`src/design/sshc_pkg.sv`:
```
// Constants, field layout, timing counts and state type for the slave board host control block.
// Assumes a 40 MHz system clock and host bus pins sampled through three-flop synchronisers.
// Behaviour
// [RULE1] Write-only select port chooses one board out of sixteen sharing it.
// [RULE2] Second write-only port holds cpu reset, interrupt handshakes and DRAM window page.
// [RULE3] Every board decodes select writes; only the selected board takes control writes.
// [RULE4] Control writes and memory cycles are ignored until selected; host selects first.
// [RULE5] Valid-address low only when A16-A23 match page switch and board-valid is set.
// [RULE6] Memory cycle needs valid-address, a read or write strobe and memory status.
// [RULE7] Board-valid loads from select comparison on trailing edge of write strobe.
// [RULE8] Control port is 8-bit write-only, loaded by the host bus alone.
// [RULE9] Control bit D7 has no function; writing it changes nothing.
// [RULE10] D6 low holds cpu and dual UART reset, high lets run; resets to 0.
// [RULE11] Rising edge on D5 sets the interrupt toward the cpu; D5 resets to 0.
// [RULE12] D4 low clears and blocks host-bound interrupt, high enables it; resets to 0.
// [RULE13] D3..D0 place the 64K host window at one of sixteen 32K steps.
// [RULE14] Page bits are inverted; host writes 1111b for DRAM address zero.
// [RULE15] Window base, inverted code times 32K, is added to the host offset.
// [RULE16] System reset asserts cpu reset and clears host interrupt until D4 goes high.
// [RULE17] With D4 high, rising edge of uart bit two raises host interrupt; D4 low clears.
// [RULE18] Host interrupt set edges while D4 is low are dropped, nothing left pending.
// [RULE19] With uart bit three high, rising edge of D5 asserts cpu interrupt; low clears.
// [RULE20] While uart bit three is low, D5 edges are dropped with nothing pending.
// [RULE21] Host memory access waits until cpu grants hold; waits forever if cpu in reset.
// [RULE22] Host loads boot code, pulses cpu reset and verifies code before running.
// [RULE23] Host refreshes DRAM until the cpu has been set up to refresh it.
// [RULE24] After eight consecutive host accesses, host cycles are held off for refresh.
// [RULE25] Board-valid clears only on system reset or a non-matching select write.
// [RULE26] Control write loads all bits together and holds until next write or reset.
package sshc_pkg;

  localparam int CLK_NS = 25;

  // Host I/O ports
  localparam logic [15:0] SELECT_PORT_ADDR = 16'hFC40;
  localparam logic [15:0] CONTROL_PORT_ADDR = 16'hFC41;

  // Control port layout, D7 is not stored
  localparam int CTRL_W = 7;
  localparam int CTRL_RUN_BIT = 6;
  localparam int CTRL_CPU_IRQ_BIT = 5;
  localparam int CTRL_HOST_CLR_BIT = 4;
  localparam int CTRL_PAGE_LSB = 0;
  localparam int CTRL_PAGE_W = 4;
  localparam logic [CTRL_W-1:0] CTRL_RESET = 7'h00;

  // Addressing
  localparam int ADDR_W = 24;
  localparam int DATA_W = 8;
  localparam int BOARD_ID_W = 4;
  localparam int PAGE_SW_W = 8;
  localparam int WINDOW_SHIFT = 15;
  localparam int DRAM_AW = 19;

  // Refresh hold-off after a burst of host accesses
  localparam logic [3:0] MAX_BURST = 4'h8;

  // Timing, counts round up since each is a least time
  localparam int DRAM_CYCLE_NS = 250;
  localparam int HOLD_OFF_NS = 1000;
  localparam int LOCKOUT_NS = 4000;
  localparam logic [7:0] DRAM_CYCLES = 8'((DRAM_CYCLE_NS + CLK_NS - 1) / CLK_NS);
  localparam logic [7:0] HOLD_OFF_CYCLES = 8'((HOLD_OFF_NS + CLK_NS - 1) / CLK_NS);
  localparam logic [7:0] LOCKOUT_CYCLES = 8'((LOCKOUT_NS + CLK_NS - 1) / CLK_NS);

  typedef enum logic [2:0] {
    ST_IDLE,
    ST_HOLD,
    ST_ACCESS,
    ST_END,
    ST_REFRESH
  } sshc_state_t;

endpackage

```
`src/design/sshc_sync3.sv`:
```
// Three-flop synchroniser for a group of pins; output follows once stages two and three agree.
// Assumes each bit is sampled independently; buses must be stable around their strobes.
`timescale 1ns/10ps
module sshc_sync3 #(
  parameter int W = 1,
  parameter logic [W-1:0] RST_VAL = '0
) (
  input wire logic clk_i,
  input wire logic rst_b_i,
  input wire logic [W-1:0] pin_i,
  output logic [W-1:0] sync_o
);
  logic [W-1:0] s1_ff;
  logic [W-1:0] s2_ff;
  logic [W-1:0] s3_ff;

  always_ff @(posedge clk_i)
  begin
    if (!rst_b_i)
    begin
      s1_ff <= RST_VAL;
      s2_ff <= RST_VAL;
      s3_ff <= RST_VAL;
    end
    else
    begin
      s1_ff <= pin_i;
      s2_ff <= s1_ff;
      s3_ff <= s2_ff;
    end
  end

  // Filtered per bit so a late settling bit cannot pass a glitch
  always_ff @(posedge clk_i)
  begin
    if (!rst_b_i)
      sync_o <= RST_VAL;
    else
    begin
      for (int i = 0; i < W; i++)
      begin
        if (s2_ff[i] == s3_ff[i])
          sync_o[i] <= s3_ff[i];
      end
    end
  end
endmodule

```
`src/design/sshc_irq_latch.sv`:
```
// Edge-set interrupt latch held clear by a low clear input.
// Assumes trigger and clear are already in the clk_i domain.
`timescale 1ns/10ps
module sshc_irq_latch (
  input wire logic clk_i,
  input wire logic rst_b_i,
  input wire logic clear_n_i,
  input wire logic trig_i,
  output logic irq_o
);
  logic trig_ff;

  always_ff @(posedge clk_i)
  begin
    if (!rst_b_i)
      trig_ff <= 1'b0;
    else
      trig_ff <= trig_i;
  end

  // [RULE18] [RULE20] Dropped while cleared
  // The clear is a level hold, so an edge during it leaves nothing behind
  always_ff @(posedge clk_i)
  begin
    if (!rst_b_i)
      irq_o <= 1'b0;
    else if (!clear_n_i)
      irq_o <= 1'b0;
    else if (trig_i && !trig_ff)
      irq_o <= 1'b1;
  end

  a_irq_clear_holds: assert property (@(posedge clk_i) disable iff (!rst_b_i)
    !clear_n_i |=> !irq_o) else $error("irq set while clear held"); // [RULE18]
  a_irq_edge_sets: assert property (@(posedge clk_i) disable iff (!rst_b_i)
    clear_n_i && trig_i && !trig_ff |=> irq_o) else $error("irq edge missed"); // [RULE17]
endmodule

```
`src/design/sshc_top.sv`:
```
// Host side control of the slave board: select port, control port, window decode and access wait.
// Assumes host bus pins are asynchronous to clk_i and the cpu hold handshake comes from the cpu.
`timescale 1ns/10ps
module sshc_top
  import sshc_pkg::*;
(
  input wire logic clk_i,
  input wire logic rst_b_i,
  input wire logic [ADDR_W-1:0] host_addr_i,
  input wire logic [DATA_W-1:0] host_data_i,
  input wire logic pwr_n_i,
  input wire logic pdbin_i,
  input wire logic smemr_i,
  input wire logic swo_n_i,
  input wire logic sout_i,
  input wire logic [BOARD_ID_W-1:0] board_id_i,
  input wire logic [PAGE_SW_W-1:0] page_switch_i,
  input wire logic uart_out_bit_two_i,
  input wire logic uart_out_bit_three_i,
  input wire logic cpu_hold_ack_n_i,
  output logic board_valid_n_o,
  output logic valid_address_n_o,
  output logic cpu_run_n_o,
  output logic cpu_irq_o,
  output logic host_vi_o,
  output logic host_vi_oe_n_o,
  output logic prdy_o,
  output logic prdy_oe_n_o,
  output logic cpu_hold_o,
  output logic dram_req_o,
  output logic dram_we_o,
  output logic [DRAM_AW-1:0] dram_addr_o,
  output logic [CTRL_PAGE_W-1:0] window_page_sel_n_o
);
  localparam int SYNC_W = ADDR_W + DATA_W + 5 + BOARD_ID_W + PAGE_SW_W;

  logic [SYNC_W-1:0] sync_q;
  logic [2:0] strobe_n_q;
  logic [ADDR_W-1:0] addr_q;
  logic [DATA_W-1:0] data_q;
  logic pwr_n_q;
  logic swo_n_q;
  logic hlda_n_q;
  logic pdbin_q;
  logic smemr_q;
  logic sout_q;
  logic op2_q;
  logic op3_q;
  logic [BOARD_ID_W-1:0] id_q;
  logic [PAGE_SW_W-1:0] page_sw_q;

  logic pwr_n_prev_ff;
  logic board_valid_ff;
  logic [CTRL_W-1:0] ctrl_ff;
  logic host_irq;
  logic cpu_irq;
  sshc_state_t state_ff;
  sshc_state_t nxt_state;
  logic [7:0] timer_ff;
  logic [3:0] burst_ff;
  logic [7:0] holdoff_ff;

  logic wr_trail;
  logic sel_wr;
  logic ctrl_wr;
  logic page_hit;
  logic mem_status;
  logic mem_accept;
  logic strobe_done;
  logic [CTRL_PAGE_W-1:0] page_code;

  // Active-low strobes synchronise from their idle level
  sshc_sync3 #(.W(3), .RST_VAL(3'h7)) u_sync_low (
    .clk_i(clk_i),
    .rst_b_i(rst_b_i),
    .pin_i({pwr_n_i, swo_n_i, cpu_hold_ack_n_i}),
    .sync_o(strobe_n_q)
  );

  sshc_sync3 #(.W(SYNC_W), .RST_VAL('0)) u_sync_bus (
    .clk_i(clk_i),
    .rst_b_i(rst_b_i),
    .pin_i({host_addr_i, host_data_i, pdbin_i, smemr_i, sout_i, uart_out_bit_two_i,
            uart_out_bit_three_i, board_id_i, page_switch_i}),
    .sync_o(sync_q)
  );

  assign {pwr_n_q, swo_n_q, hlda_n_q} = strobe_n_q;
  assign {addr_q, data_q, pdbin_q, smemr_q, sout_q, op2_q, op3_q, id_q, page_sw_q} = sync_q;

  always_ff @(posedge clk_i)
  begin
    if (!rst_b_i)
      pwr_n_prev_ff <= 1'b1;
    else
      pwr_n_prev_ff <= pwr_n_q;
  end

  // [RULE7] Trailing write edge
  assign wr_trail = pwr_n_q && !pwr_n_prev_ff;
  // [RULE3] Select decoded on every board
  assign sel_wr = wr_trail && sout_q && (addr_q[15:0] == SELECT_PORT_ADDR);
  // [RULE3] [RULE4] Control port only when selected
  assign ctrl_wr = wr_trail && sout_q && board_valid_ff && (addr_q[15:0] == CONTROL_PORT_ADDR);

  // [RULE1] [RULE25] Board-valid from compare
  always_ff @(posedge clk_i)
  begin
    if (!rst_b_i)
      board_valid_ff <= 1'b0;
    else if (sel_wr)
      board_valid_ff <= (data_q[BOARD_ID_W-1:0] == id_q);
  end

  // [RULE2] [RULE8] [RULE9] [RULE26] Control load
  // D7 is never stored, so the host data bit has nowhere to go
  always_ff @(posedge clk_i)
  begin
    if (!rst_b_i)
      ctrl_ff <= CTRL_RESET;
    else if (ctrl_wr)
      ctrl_ff <= data_q[CTRL_W-1:0];
  end

  // [RULE10] [RULE16] Cpu reset follows D6
  always_ff @(posedge clk_i)
  begin
    if (!rst_b_i)
      cpu_run_n_o <= 1'b0;
    else
      cpu_run_n_o <= ctrl_ff[CTRL_RUN_BIT];
  end

  // [RULE11] [RULE19] Cpu-bound latch
  sshc_irq_latch u_cpu_irq (
    .clk_i(clk_i),
    .rst_b_i(rst_b_i),
    .clear_n_i(op3_q),
    .trig_i(ctrl_ff[CTRL_CPU_IRQ_BIT]),
    .irq_o(cpu_irq)
  );

  // [RULE12] [RULE16] [RULE17] Host-bound latch
  sshc_irq_latch u_host_irq (
    .clk_i(clk_i),
    .rst_b_i(rst_b_i),
    .clear_n_i(ctrl_ff[CTRL_HOST_CLR_BIT]),
    .trig_i(op2_q),
    .irq_o(host_irq)
  );

  // Vectored interrupt line is open drain, pulled low while pending
  always_ff @(posedge clk_i)
  begin
    if (!rst_b_i)
    begin
      cpu_irq_o <= 1'b0;
      host_vi_o <= 1'b0;
      host_vi_oe_n_o <= 1'b1;
    end
    else
    begin
      cpu_irq_o <= cpu_irq;
      host_vi_o <= 1'b0;
      host_vi_oe_n_o <= !host_irq;
    end
  end

  // [RULE5] Valid-address decode
  assign page_hit = (addr_q[ADDR_W-1:16] == page_sw_q);

  always_ff @(posedge clk_i)
  begin
    if (!rst_b_i)
    begin
      valid_address_n_o <= 1'b1;
      board_valid_n_o <= 1'b1;
    end
    else
    begin
      valid_address_n_o <= !(page_hit && board_valid_ff);
      board_valid_n_o <= !board_valid_ff;
    end
  end

  // [RULE6] Memory cycle qualification
  assign mem_status = !sout_q && ((smemr_q && swo_n_q && pdbin_q) || (!smemr_q && !swo_n_q && !pwr_n_q));
  assign mem_accept = !valid_address_n_o && mem_status;
  assign strobe_done = !pdbin_q && pwr_n_q;

  // [RULE13] [RULE14] Page bits taken inverted
  assign page_code = ~ctrl_ff[CTRL_PAGE_LSB +: CTRL_PAGE_W];

  always_ff @(posedge clk_i)
  begin
    if (!rst_b_i)
      window_page_sel_n_o <= '0;
    else
      window_page_sel_n_o <= ctrl_ff[CTRL_PAGE_LSB +: CTRL_PAGE_W];
  end

  // [RULE21] [RULE24] Access sequencing
  always_comb
  begin
    nxt_state = state_ff;
    case (state_ff)
      ST_IDLE:
        if (mem_accept)
          nxt_state = ST_HOLD;
      ST_HOLD:
        if (!hlda_n_q)
          nxt_state = ST_ACCESS;
      ST_ACCESS:
        if (timer_ff == 8'h00)
          nxt_state = ST_END;
      ST_END:
        if (strobe_done)
          nxt_state = (burst_ff == MAX_BURST) ? ST_REFRESH : ST_IDLE;
      ST_REFRESH:
        if (timer_ff == 8'h00)
          nxt_state = ST_IDLE;
      default:
        nxt_state = ST_IDLE;
    endcase
  end

  always_ff @(posedge clk_i)
  begin
    if (!rst_b_i)
      state_ff <= ST_IDLE;
    else
      state_ff <= nxt_state;
  end

  always_ff @(posedge clk_i)
  begin
    if (!rst_b_i)
      timer_ff <= 8'h00;
    else if (state_ff == ST_HOLD && nxt_state == ST_ACCESS)
      timer_ff <= DRAM_CYCLES - 8'h01;
    else if (state_ff == ST_END && nxt_state == ST_REFRESH)
      timer_ff <= LOCKOUT_CYCLES - 8'h01;
    else if (timer_ff != 8'h00)
      timer_ff <= timer_ff - 8'h01;
  end

  // [RULE24] Consecutive access count
  // A pause longer than the hold-off lets the cpu run, so the burst starts over
  always_ff @(posedge clk_i)
  begin
    if (!rst_b_i)
      burst_ff <= 4'h0;
    else if (state_ff == ST_HOLD && nxt_state == ST_ACCESS)
      burst_ff <= burst_ff + 4'h1;
    else if (state_ff == ST_REFRESH || (state_ff == ST_IDLE && holdoff_ff == 8'h00))
      burst_ff <= 4'h0;
  end

  always_ff @(posedge clk_i)
  begin
    if (!rst_b_i)
      holdoff_ff <= 8'h00;
    else if (state_ff == ST_END)
      holdoff_ff <= HOLD_OFF_CYCLES;
    else if (state_ff == ST_IDLE && holdoff_ff != 8'h00)
      holdoff_ff <= holdoff_ff - 8'h01;
  end

  // [RULE21] Wait held until cpu hold
  // No timeout: a host touching memory of a cpu held in reset hangs by design
  always_ff @(posedge clk_i)
  begin
    if (!rst_b_i)
    begin
      prdy_o <= 1'b0;
      prdy_oe_n_o <= 1'b1;
      cpu_hold_o <= 1'b0;
    end
    else
    begin
      prdy_o <= 1'b0;
      // Wait kept across the lockout end so ready cannot blip high for one cycle
      prdy_oe_n_o <= !(nxt_state == ST_HOLD || nxt_state == ST_ACCESS ||
                       (state_ff == ST_REFRESH && mem_accept));
      cpu_hold_o <= (nxt_state == ST_HOLD || nxt_state == ST_ACCESS || nxt_state == ST_END ||
                     (nxt_state == ST_IDLE && holdoff_ff > 8'h01));
    end
  end

  // [RULE15] Window base added to offset
  always_ff @(posedge clk_i)
  begin
    if (!rst_b_i)
    begin
      dram_addr_o <= '0;
      dram_req_o <= 1'b0;
      dram_we_o <= 1'b0;
    end
    else
    begin
      dram_addr_o <= DRAM_AW'({page_code, {WINDOW_SHIFT{1'b0}}}) + DRAM_AW'(addr_q[15:0]);
      dram_req_o <= (nxt_state == ST_ACCESS);
      dram_we_o <= (nxt_state == ST_ACCESS) && !smemr_q;
    end
  end

  a_select_match_load: assert property (@(posedge clk_i) disable iff (!rst_b_i)
    sel_wr && data_q[BOARD_ID_W-1:0] == id_q |=> board_valid_ff) else $error("select not loaded"); // [RULE1]
  a_select_miss_clear: assert property (@(posedge clk_i) disable iff (!rst_b_i)
    sel_wr && data_q[BOARD_ID_W-1:0] != id_q |=> !board_valid_ff) else $error("mismatch kept"); // [RULE25]
  a_ctrl_needs_select: assert property (@(posedge clk_i) disable iff (!rst_b_i)
    !board_valid_ff |=> $stable(ctrl_ff)) else $error("ctrl written unselected"); // [RULE4]
  a_valid_addr_decode: assert property (@(posedge clk_i) disable iff (!rst_b_i)
    !valid_address_n_o |-> $past(board_valid_ff) && $past(page_hit)) else $error("bad valid addr"); // [RULE5]
  a_reset_defaults: assert property (@(posedge clk_i)
    $past(!rst_b_i) |-> !cpu_run_n_o && host_vi_oe_n_o && ctrl_ff == CTRL_RESET) else $error("reset values"); // [RULE16]
  a_run_follows_d6: assert property (@(posedge clk_i) disable iff (!rst_b_i)
    ctrl_wr ##1 1'b1 |=> cpu_run_n_o == ctrl_ff[CTRL_RUN_BIT]) else $error("run bit lag"); // [RULE10]
  a_wait_until_hold: assert property (@(posedge clk_i) disable iff (!rst_b_i)
    state_ff == ST_HOLD && hlda_n_q |=> state_ff == ST_HOLD && !prdy_oe_n_o) else $error("wait dropped"); // [RULE21]
  a_burst_lockout: assert property (@(posedge clk_i) disable iff (!rst_b_i)
    state_ff == ST_END && strobe_done && burst_ff == MAX_BURST |=> state_ff == ST_REFRESH [*8])
    else $error("no refresh lockout"); // [RULE24]
  a_lockout_no_hold: assert property (@(posedge clk_i) disable iff (!rst_b_i)
    state_ff == ST_REFRESH |=> !cpu_hold_o || state_ff != ST_REFRESH) else $error("hold in lockout"); // [RULE24]
  a_lockout_wait: assert property (@(posedge clk_i) disable iff (!rst_b_i)
    state_ff == ST_REFRESH && mem_accept |=> !prdy_oe_n_o) else $error("ready in lockout"); // [RULE24]
  a_window_add: assert property (@(posedge clk_i) disable iff (!rst_b_i)
    state_ff == ST_ACCESS && $stable(addr_q) && $stable(ctrl_ff) |->
      dram_addr_o[DRAM_AW-1:WINDOW_SHIFT] == 4'(page_code + {3'h0, addr_q[15]})) else $error("bad window"); // [RULE15]

  c_select_board: cover property (@(posedge clk_i) disable iff (!rst_b_i) sel_wr ##1 board_valid_ff);
  c_host_access: cover property (@(posedge clk_i) disable iff (!rst_b_i) state_ff == ST_ACCESS ##1 state_ff == ST_END);
  c_refresh: cover property (@(posedge clk_i) disable iff (!rst_b_i) state_ff == ST_REFRESH);
  c_host_vi: cover property (@(posedge clk_i) disable iff (!rst_b_i) !host_vi_oe_n_o);
endmodule

```
`config.mk`:
```
export PLATFORM = sky130hd
export DESIGN_NAME = sshc_top
export DESIGN_NICKNAME = d
export VERILOG_FILES = /design/src/design/sshc_pkg.sv /design/src/design/sshc_sync3.sv /design/src/design/sshc_irq_latch.sv /design/src/design/sshc_top.sv
export SDC_FILE = /design/constraint.sdc
export NUM_CORES = 1
export LEC_CHECK = 0
export ABC_AREA = 1
export BUFFER_PORTS_ARGS = -buffer_cell sky130_fd_sc_hd__buf_4
export CORE_UTILIZATION = 53
export DETAILED_ROUTE_END_ITERATION = 12
export GPL_TIMING_DRIVEN = 0
export PLACE_DENSITY = 0.79
export SLEW_MARGIN = 15
export SYNTH_ARGS = -nofsm -noshare
export SYNTH_HDL_FRONTEND = slang
export SYNTH_SLANG_ARGS = --single-unit
```
`constraint.sdc`:
```
create_clock -name clk_i -period 1.9 [get_ports clk_i]
set_input_delay 0.19 -clock clk_i [delete_from_list [all_inputs] [get_ports clk_i]]
set_output_delay 0.19 -clock clk_i [all_outputs]
set_load 0.01 [all_outputs]
```
**Word-level counts from Yosys, hierarchy flattened**

Cells that the tools add are included.

- Register bits after elaboration: 275
- Bits of input ports: 54
- Output and inout port bits: 34
- Word-level logic and storage cells: 223

- $add $sub $neg: 4
- Magnitude comparators: 1
- Eq/ne operators: 64
- Muxes and demuxes: 14
- Bitwise logic cells: 2
- Reduce and logical (&&, ||, !) cells: 56

Operators with widths:

| operator | number |
|---|---|
| $eq 1x1->1 | 51 |
| $eq 16x16->1 const B | 2 |
| $logic_and 1x1->1 | 22 |
| $add 19x16->19 | 1 |
| $mux 3 | 6 |
| $logic_not 8->1 | 2 |
| $mux 8 | 2 |
| $reduce_bool 8->1 | 2 |
| $sub 8x1->8 const B | 2 |
| $pmux 3 s5 | 1 |
| $logic_not 1->1 | 13 |
| $eq 3x2->1 const B | 4 |
| $mux 4 | 3 |
| $mux 6 | 2 |
| $eq 8x8->1 | 1 |
| $gt 8x1->1 const B | 1 |
| $eq 3x1->1 const B | 2 |
| $eq 3x3->1 const B | 2 |
| $logic_not 3->1 | 2 |
| $logic_or 1x1->1 | 6 |
| $reduce_bool 2->1 | 3 |
| $add 4x1->4 const B | 1 |
| $eq 4x4->1 | 1 |
| $eq 4x4->1 const B | 1 |
| other kinds (6) | 8 |

**Longest topological paths before layout**

- Depth in word-level cells: 12
- Depth in mapped cells: 10
- Depth with buffers taken out: 10

**By module**

A second synthesis with hierarchy kept.

- Cells, all modules: 1122
- Area, all modules: 9370.2 um^2

Modules (own cells, without submodules):

| module | times used | cells each | area an instance (um^2) | sequential area each (um^2) |
|---|---|---|---|---|
| sshc_sync3 (u_sync_bus) | 1 | 659 | 5916.9 | 3923.8 |
| sshc_top | 1 | 393 | 2910.3 | 1281.2 |
| sshc_sync3 (u_sync_low) | 1 | 52 | 400.4 | 240.2 |
| sshc_irq_latch | 2 | 9 | 71.3 | 40.0 |

**Worst setup path before layout**

Ideal clock, no wire load.

- Kind: register to register
- From: register holdoff_ff[0]
- To: register holdoff_ff[3]
- Setup time: 0.134 ns
- Arrival: 1.234 ns
- Required time: 1.766 ns
- Path slack: 0.533 ns
- Cell stages (with the launch flop): 8
- Path buffers: 0
- Period minus slack after synthesis: 1.367 ns
- Cells stage by stage: dfxtp_1 > inv_1 > ha_1 > nand2_1 > nor2_1 > nor2_4 > a21oi_1 > a21oi_1

- Longest elaborated chain between the ends: 3
- Elaborated cells on any way between the ends: 6
- Those cells by class: add/sub: 1; mux: 2; reduce/logical: 3

Ends and longest elaborated chain:

| what | RTL line | text |
|---|---|---|
| start: declaration | sshc_top.sv:61 | `logic [7:0] holdoff_ff;` |
| start signal: assignment | sshc_top.sv:266 | `holdoff_ff <= holdoff_ff - 8'h01;` |
| $sub 8x1->8 or $reduce_bool 8->1 (tied branches) | sshc_top.sv:266, sshc_top.sv:265 |  |
| $mux 6 or $logic_and 1x1->1 (tied branches) | sshc_top.sv:265 | `else if (state_ff == ST_IDLE && holdoff_ff != 8'h00)` |
| $mux 6 or $reduce_bool 2->1 (tied branches) | - |  |

Parallel ways exist; a longest one is shown, timed or not. The select of a mux whose other input is x is not followed.
A chain may end at the register's enable or synchronous reset.

**Worst setup path after layout**

- From: register holdoff_ff[0]
- To: register burst_ff[1]

- Longest elaborated chain between the ends: 4

Ends and longest elaborated chain:

| what | RTL line | text |
|---|---|---|
| $logic_not 8->1 | sshc_top.sv:255 | `else if (state_ff == ST_REFRESH \|\| (state_ff == ST_IDLE && holdoff_ff == 8'h00))` |
| $logic_and 1x1->1 | sshc_top.sv:255 |  |
| $logic_or 1x1->1 | sshc_top.sv:255 |  |
| $reduce_bool 2->1 (no line) | - |  |
| end signal: assignment | sshc_top.sv:254 | `burst_ff <= burst_ff + 4'h1;` |
| end: declaration | sshc_top.sv:60 | `logic [3:0] burst_ff;` |

No other way between the ends.

==> summary.md <==
| Metric | Value |
|---|---|
| Run status | complete, no violations |
| Part of the power in combinational logic | 12.0% |
| Count of antenna diodes in the layout | 0 |
| Sequential power share | 47.9% |
| Clock tree sinks | 272 |
| Die Area | around 18,000 um^2 |
| Dominant cells by area after synthesis | dfxtp_1, inv_1, nand2_1, a21oi_1, nor2_1 |
| Placed insts | 1,379 |
| Overall die width | 132.8 um |
| Worst slew slack as a fraction of its limit | 55.20% |
| Clk slew on worst S/H paths | 0.07 ns |
| Data required time at the worst endpoint | between 2 and 2.5 ns |
| Number of antenna violations at the first check in global routing | 0 |
| Gr ovfl total | 0 |
| Clk_lat worst skew | 0.54 ns |
| Count of filler cells inserted in the layout | roughly 1.2k |
| Number of vias per cell | 4.610 |
| Synth-to-layout area growth | 25.22% |
| Storage cell area | 5445 um^2 |
| Cell chain of the critical path | inv_1 -> ha_1 -> nand2_1 -> nor2_1 -> nand2_1 -> nand4_1 -> a21oi_1 |
| Buffer depth of the longest clock path | 3 |
| Total via count after detailed routing | 6,818 |
| Sw Ratio | between 20 and 25% |
| Critical setup path kind | reg2reg |
| Slew at the pin closest to its max-slew limit | 0.6720 ns |
| Number of nets still failing antenna checks after routing | 0 |
| Post-synth EDFFs | 0 |
| RSZ-0062 raised after global routing | false |
| Average instance area after synthesis | around 8.4 um^2 |
| Setup skew after layout | 0.01459 ns |
| Most frequent cell on the critical path | nand2_1 |
| DRC violations left | 0 |
| Number of detailed-routing iterations run before antenna repair | 5 |
| Slowest Stage Delay on Critical Path | 0.34 ns |
| Multi-input combinational cell area | 2597 um^2 |
| Number of port buffers | 83 |
| CTS H-Tree Depth | 1 |
| Most common cell after layout, fill and taps aside | dfxtp_1 |
| Die extent in y | 132.8 um |
| Power density normalized to cell area | 1132 nW/um^2 |
| Detailed router's first-iteration violation count | 383 |
| Number of synthesized register bits | 272 |
| TritonCTS clock tree | done |
| Achievable clock frequency | between 0.6 and 0.7 GHz |
| CP max-delay cell | dfxtp_1 |
| Synthesis Warnings | 0 |
| Int Pwr | 9664 uW |
| Syn Std Cell Area | 9072 um^2 |
| Gate Count Post-Synth | ~1.1k |
| Primary flip-flop cell chosen by synthesis mapping | dfxtp_1 |
| Worst reg-to-reg setup slack | 0.24 ns |
| Worst r2r src | holdoff_ff[0]$_SDFFE_PP0P_ |
| Path class of the lowest-slack min-delay path | in2reg |
| Largest driver fanout on the critical path | 4 |
| Number of nets in the final layout | around 1.3k |
| Final-layout setup total negative slack | 0 ns |
| Number of top-level design ports | 88 |
| First-pass GRT wire length | about 29,000 um |
| Number of clock buffers inserted by TritonCTS | 27 |
| Net switching power of the design | 3194 uW |
| Crit path time final | 1.661 ns |
| Cell depth of the worst hold path | 3 |
| Number of hold-slack violations in the final timing report | 0 |
| Total of endpoints with negative setup slack in the final report | 0 |
| Worst reg2reg path depth | 7 |
| Max-cap viol count | 0 |
| Routed len/inst | 12.24 um |
| Via count of the first global-routing pass | 6,407 |
| Yosys top cell by area | dfxtp_1 |
| CTS resizes | 0 |
| Number of pins exceeding their max-slew limit in the final report | 0 |
| Highest-count cells in the layout ignoring fill and taps | dfxtp_1, inv_1, nand2_1, buf_4, a21oi_1 |
| Part of the power in the clock network | 40.0% |
| Post-synth ARST share | 0% |
| Part of the Yosys area used for sequential elements | between 60% and 70% |
| Share of final-layout standard cells stronger than drive strength 1 | a little over an eighth |
| Global placer's final weighted congestion | 0.8327 |
| Number of distinct library cells after synthesis | 38 |
| Critical Path End Type | register |
| Initial core utilization | approximately 55% |
| Worst hold path startpoint | rst_b_i |
| Reg2Reg Capture Point | burst_ff[1]$_SDFFE_PN0P_ |
| Critical Path AT | 2.06 ns |
| Total half-perimeter wirelength after legalization and detailed placement | 11,620 um |
| Non-filler cells in the finished layout | between 1k and 1.5k |
| Largest net degree at the start of global routing | 15 |
| Clock Root Buffer | clkbuf_16 |
| Critical path launch point type | register |
| Period utilization | roughly 90% |
| Worst VDD drop | 0.7687 mV |
| Total number of placement rows | between 40 and 50 |
| GRT Overall Usage | 20.68% |
| Reported leakage power | 0.006234 uW |
| Portion of synthesized cell area occupied by the leading cell type | 60.02% |
| DRT Wirelength | around 18,000 um |
| Hold endpoint | u_sync_low.s1_ff[2]$_SDFF_PN1_ |
| Core Box Area | 16,640 um^2 |
==> sequential cells by signal, summed over array words and instances, names as in the netlist, 4 cells and up <==
| register | count |
|---|---|
| u_sync_bus.s3_ff | 48 |
| dram_addr_o | 19 |
| u_sync_bus.s2_ff | 48 |
| burst_ff | 4 |
| u_sync_bus.sync_o | 48 |
| timer_ff | 8 |
| u_sync_bus.s1_ff | 48 |
| window_page_sel_n_o | 4 |
| ctrl_ff | 7 |
| holdoff_ff | 8 |
==> cell families (layout without fill, tap and decap cells) <==
group	count (synthesis)	count (layout)	synth area share, %
AO/OA/AOI/OAI	149	149	9.006
XOR/XNOR	16	16	1.545
adder cells (fa/ha/maj)	8	8	1.076
buffers and inverters	268	451	11.39
flip-flops	272	272	60.02
other	1	2	0.04133
AND/OR/NAND/NOR	361	361	16.92
==> worst max path at each step <==
stage / endpoint / startpoint
2_1_floorplan: holdoff_ff[3]$_SDFFE_PN0P_ / holdoff_ff[0]$_SDFFE_PP0P_
3_3_place_gp: burst_ff[1]$_SDFFE_PN0P_ / holdoff_ff[0]$_SDFFE_PP0P_
3_5_place_dp: burst_ff[1]$_SDFFE_PN0P_ / holdoff_ff[0]$_SDFFE_PP0P_
4_1_cts: burst_ff[1]$_SDFFE_PN0P_ / holdoff_ff[0]$_SDFFE_PP0P_
5_1_grt: burst_ff[1]$_SDFFE_PN0P_ / holdoff_ff[0]$_SDFFE_PP0P_
6_report: burst_ff[1]$_SDFFE_PN0P_ / holdoff_ff[0]$_SDFFE_PP0P_
==> worst max-delay path: cells and delay by family (launching register included) <==
kind                     cells  cell delay, ns
AO/OA/AOI/OAI                1            0.07
adder cells (fa/ha/maj)      1            0.23
buffers and inverters        1            0.12
flip-flops                   1            0.34
AND/OR/NAND/NOR              4            0.77
==> routing by layer <==
layer / GRT usage, % / share of wire, % / vias up / wire length [um]
li1: - / - / 3557 / -
met1: 24.60 / 44 / 3109 / 7899
met2: 38.05 / 51 / 121 / 9287
met3: 2.989 / 2.9 / 31 / 518
met4: 6.577 / 2.2 / 0 / 391
met5: 0 / 0 / - / 0
==> cell usage after synthesis (2+ instances only) <==
master / number
o21ai_0: 49
ha_1: 7
nor3_1: 5
or2_2: 10
nand4_1: 10
buf_2: 16
a21oi_1: 75
clkbuf_1: 12
nand2_2: 2
nand2_1: 223
nor2_1: 74
inv_1: 235
nor2_2: 3
inv_2: 3
o21bai_1: 17
nand3_2: 4
xor2_1: 11
nand3_1: 22
dfxtp_1: 272
nor2_4: 2
xnor2_1: 5
buf_4: 2
==> power by group through the flow <==
stage	logic, uW	registers, uW	clock network (uW)
5_1_grt	1760	6190	5470
3_5_place_dp	1450	6280	0
6_report	1550	6160	5150
3_3_place_gp	1410	6280	0
2_1_floorplan	1110	6250	0
4_1_cts	1550	6160	5190
==> repair_timing <==
action	CTS	global route
hold endpoints to repair	51	0
setup buffers	0	0
endpoints found under the setup margin	0	0
hold buffers	51	0
==> stage by stage <==
stage               hold WS, ns  worst slack, ns  util, %  total power (uW)  cell area, um^2
detailed placement       0.3747           0.2830    59.94              7735             9975
CTS                     0.04693           0.2653    68.27             12900            11360
global placement         0.3693           0.3338    59.94              7688             9975
finish                  0.05624           0.2392    68.27             12860            11360
global route            0.08353           0.1350    68.27             13420            11360
floorplan                0.2876           0.5326        -              7363             9076
==> layout make-up <==
cell class              count  area share, %
clock inverters             9         0.8040
plain buffers              30          1.233
well taps                 220          2.423
flip-flops and latches    272          47.93
inverters                 238          7.863
clock buffers              40          6.905
repair buffers            134          9.978
multi-input cells         536          22.86
No activity file was read; power rests on OpenSTA's default activity.
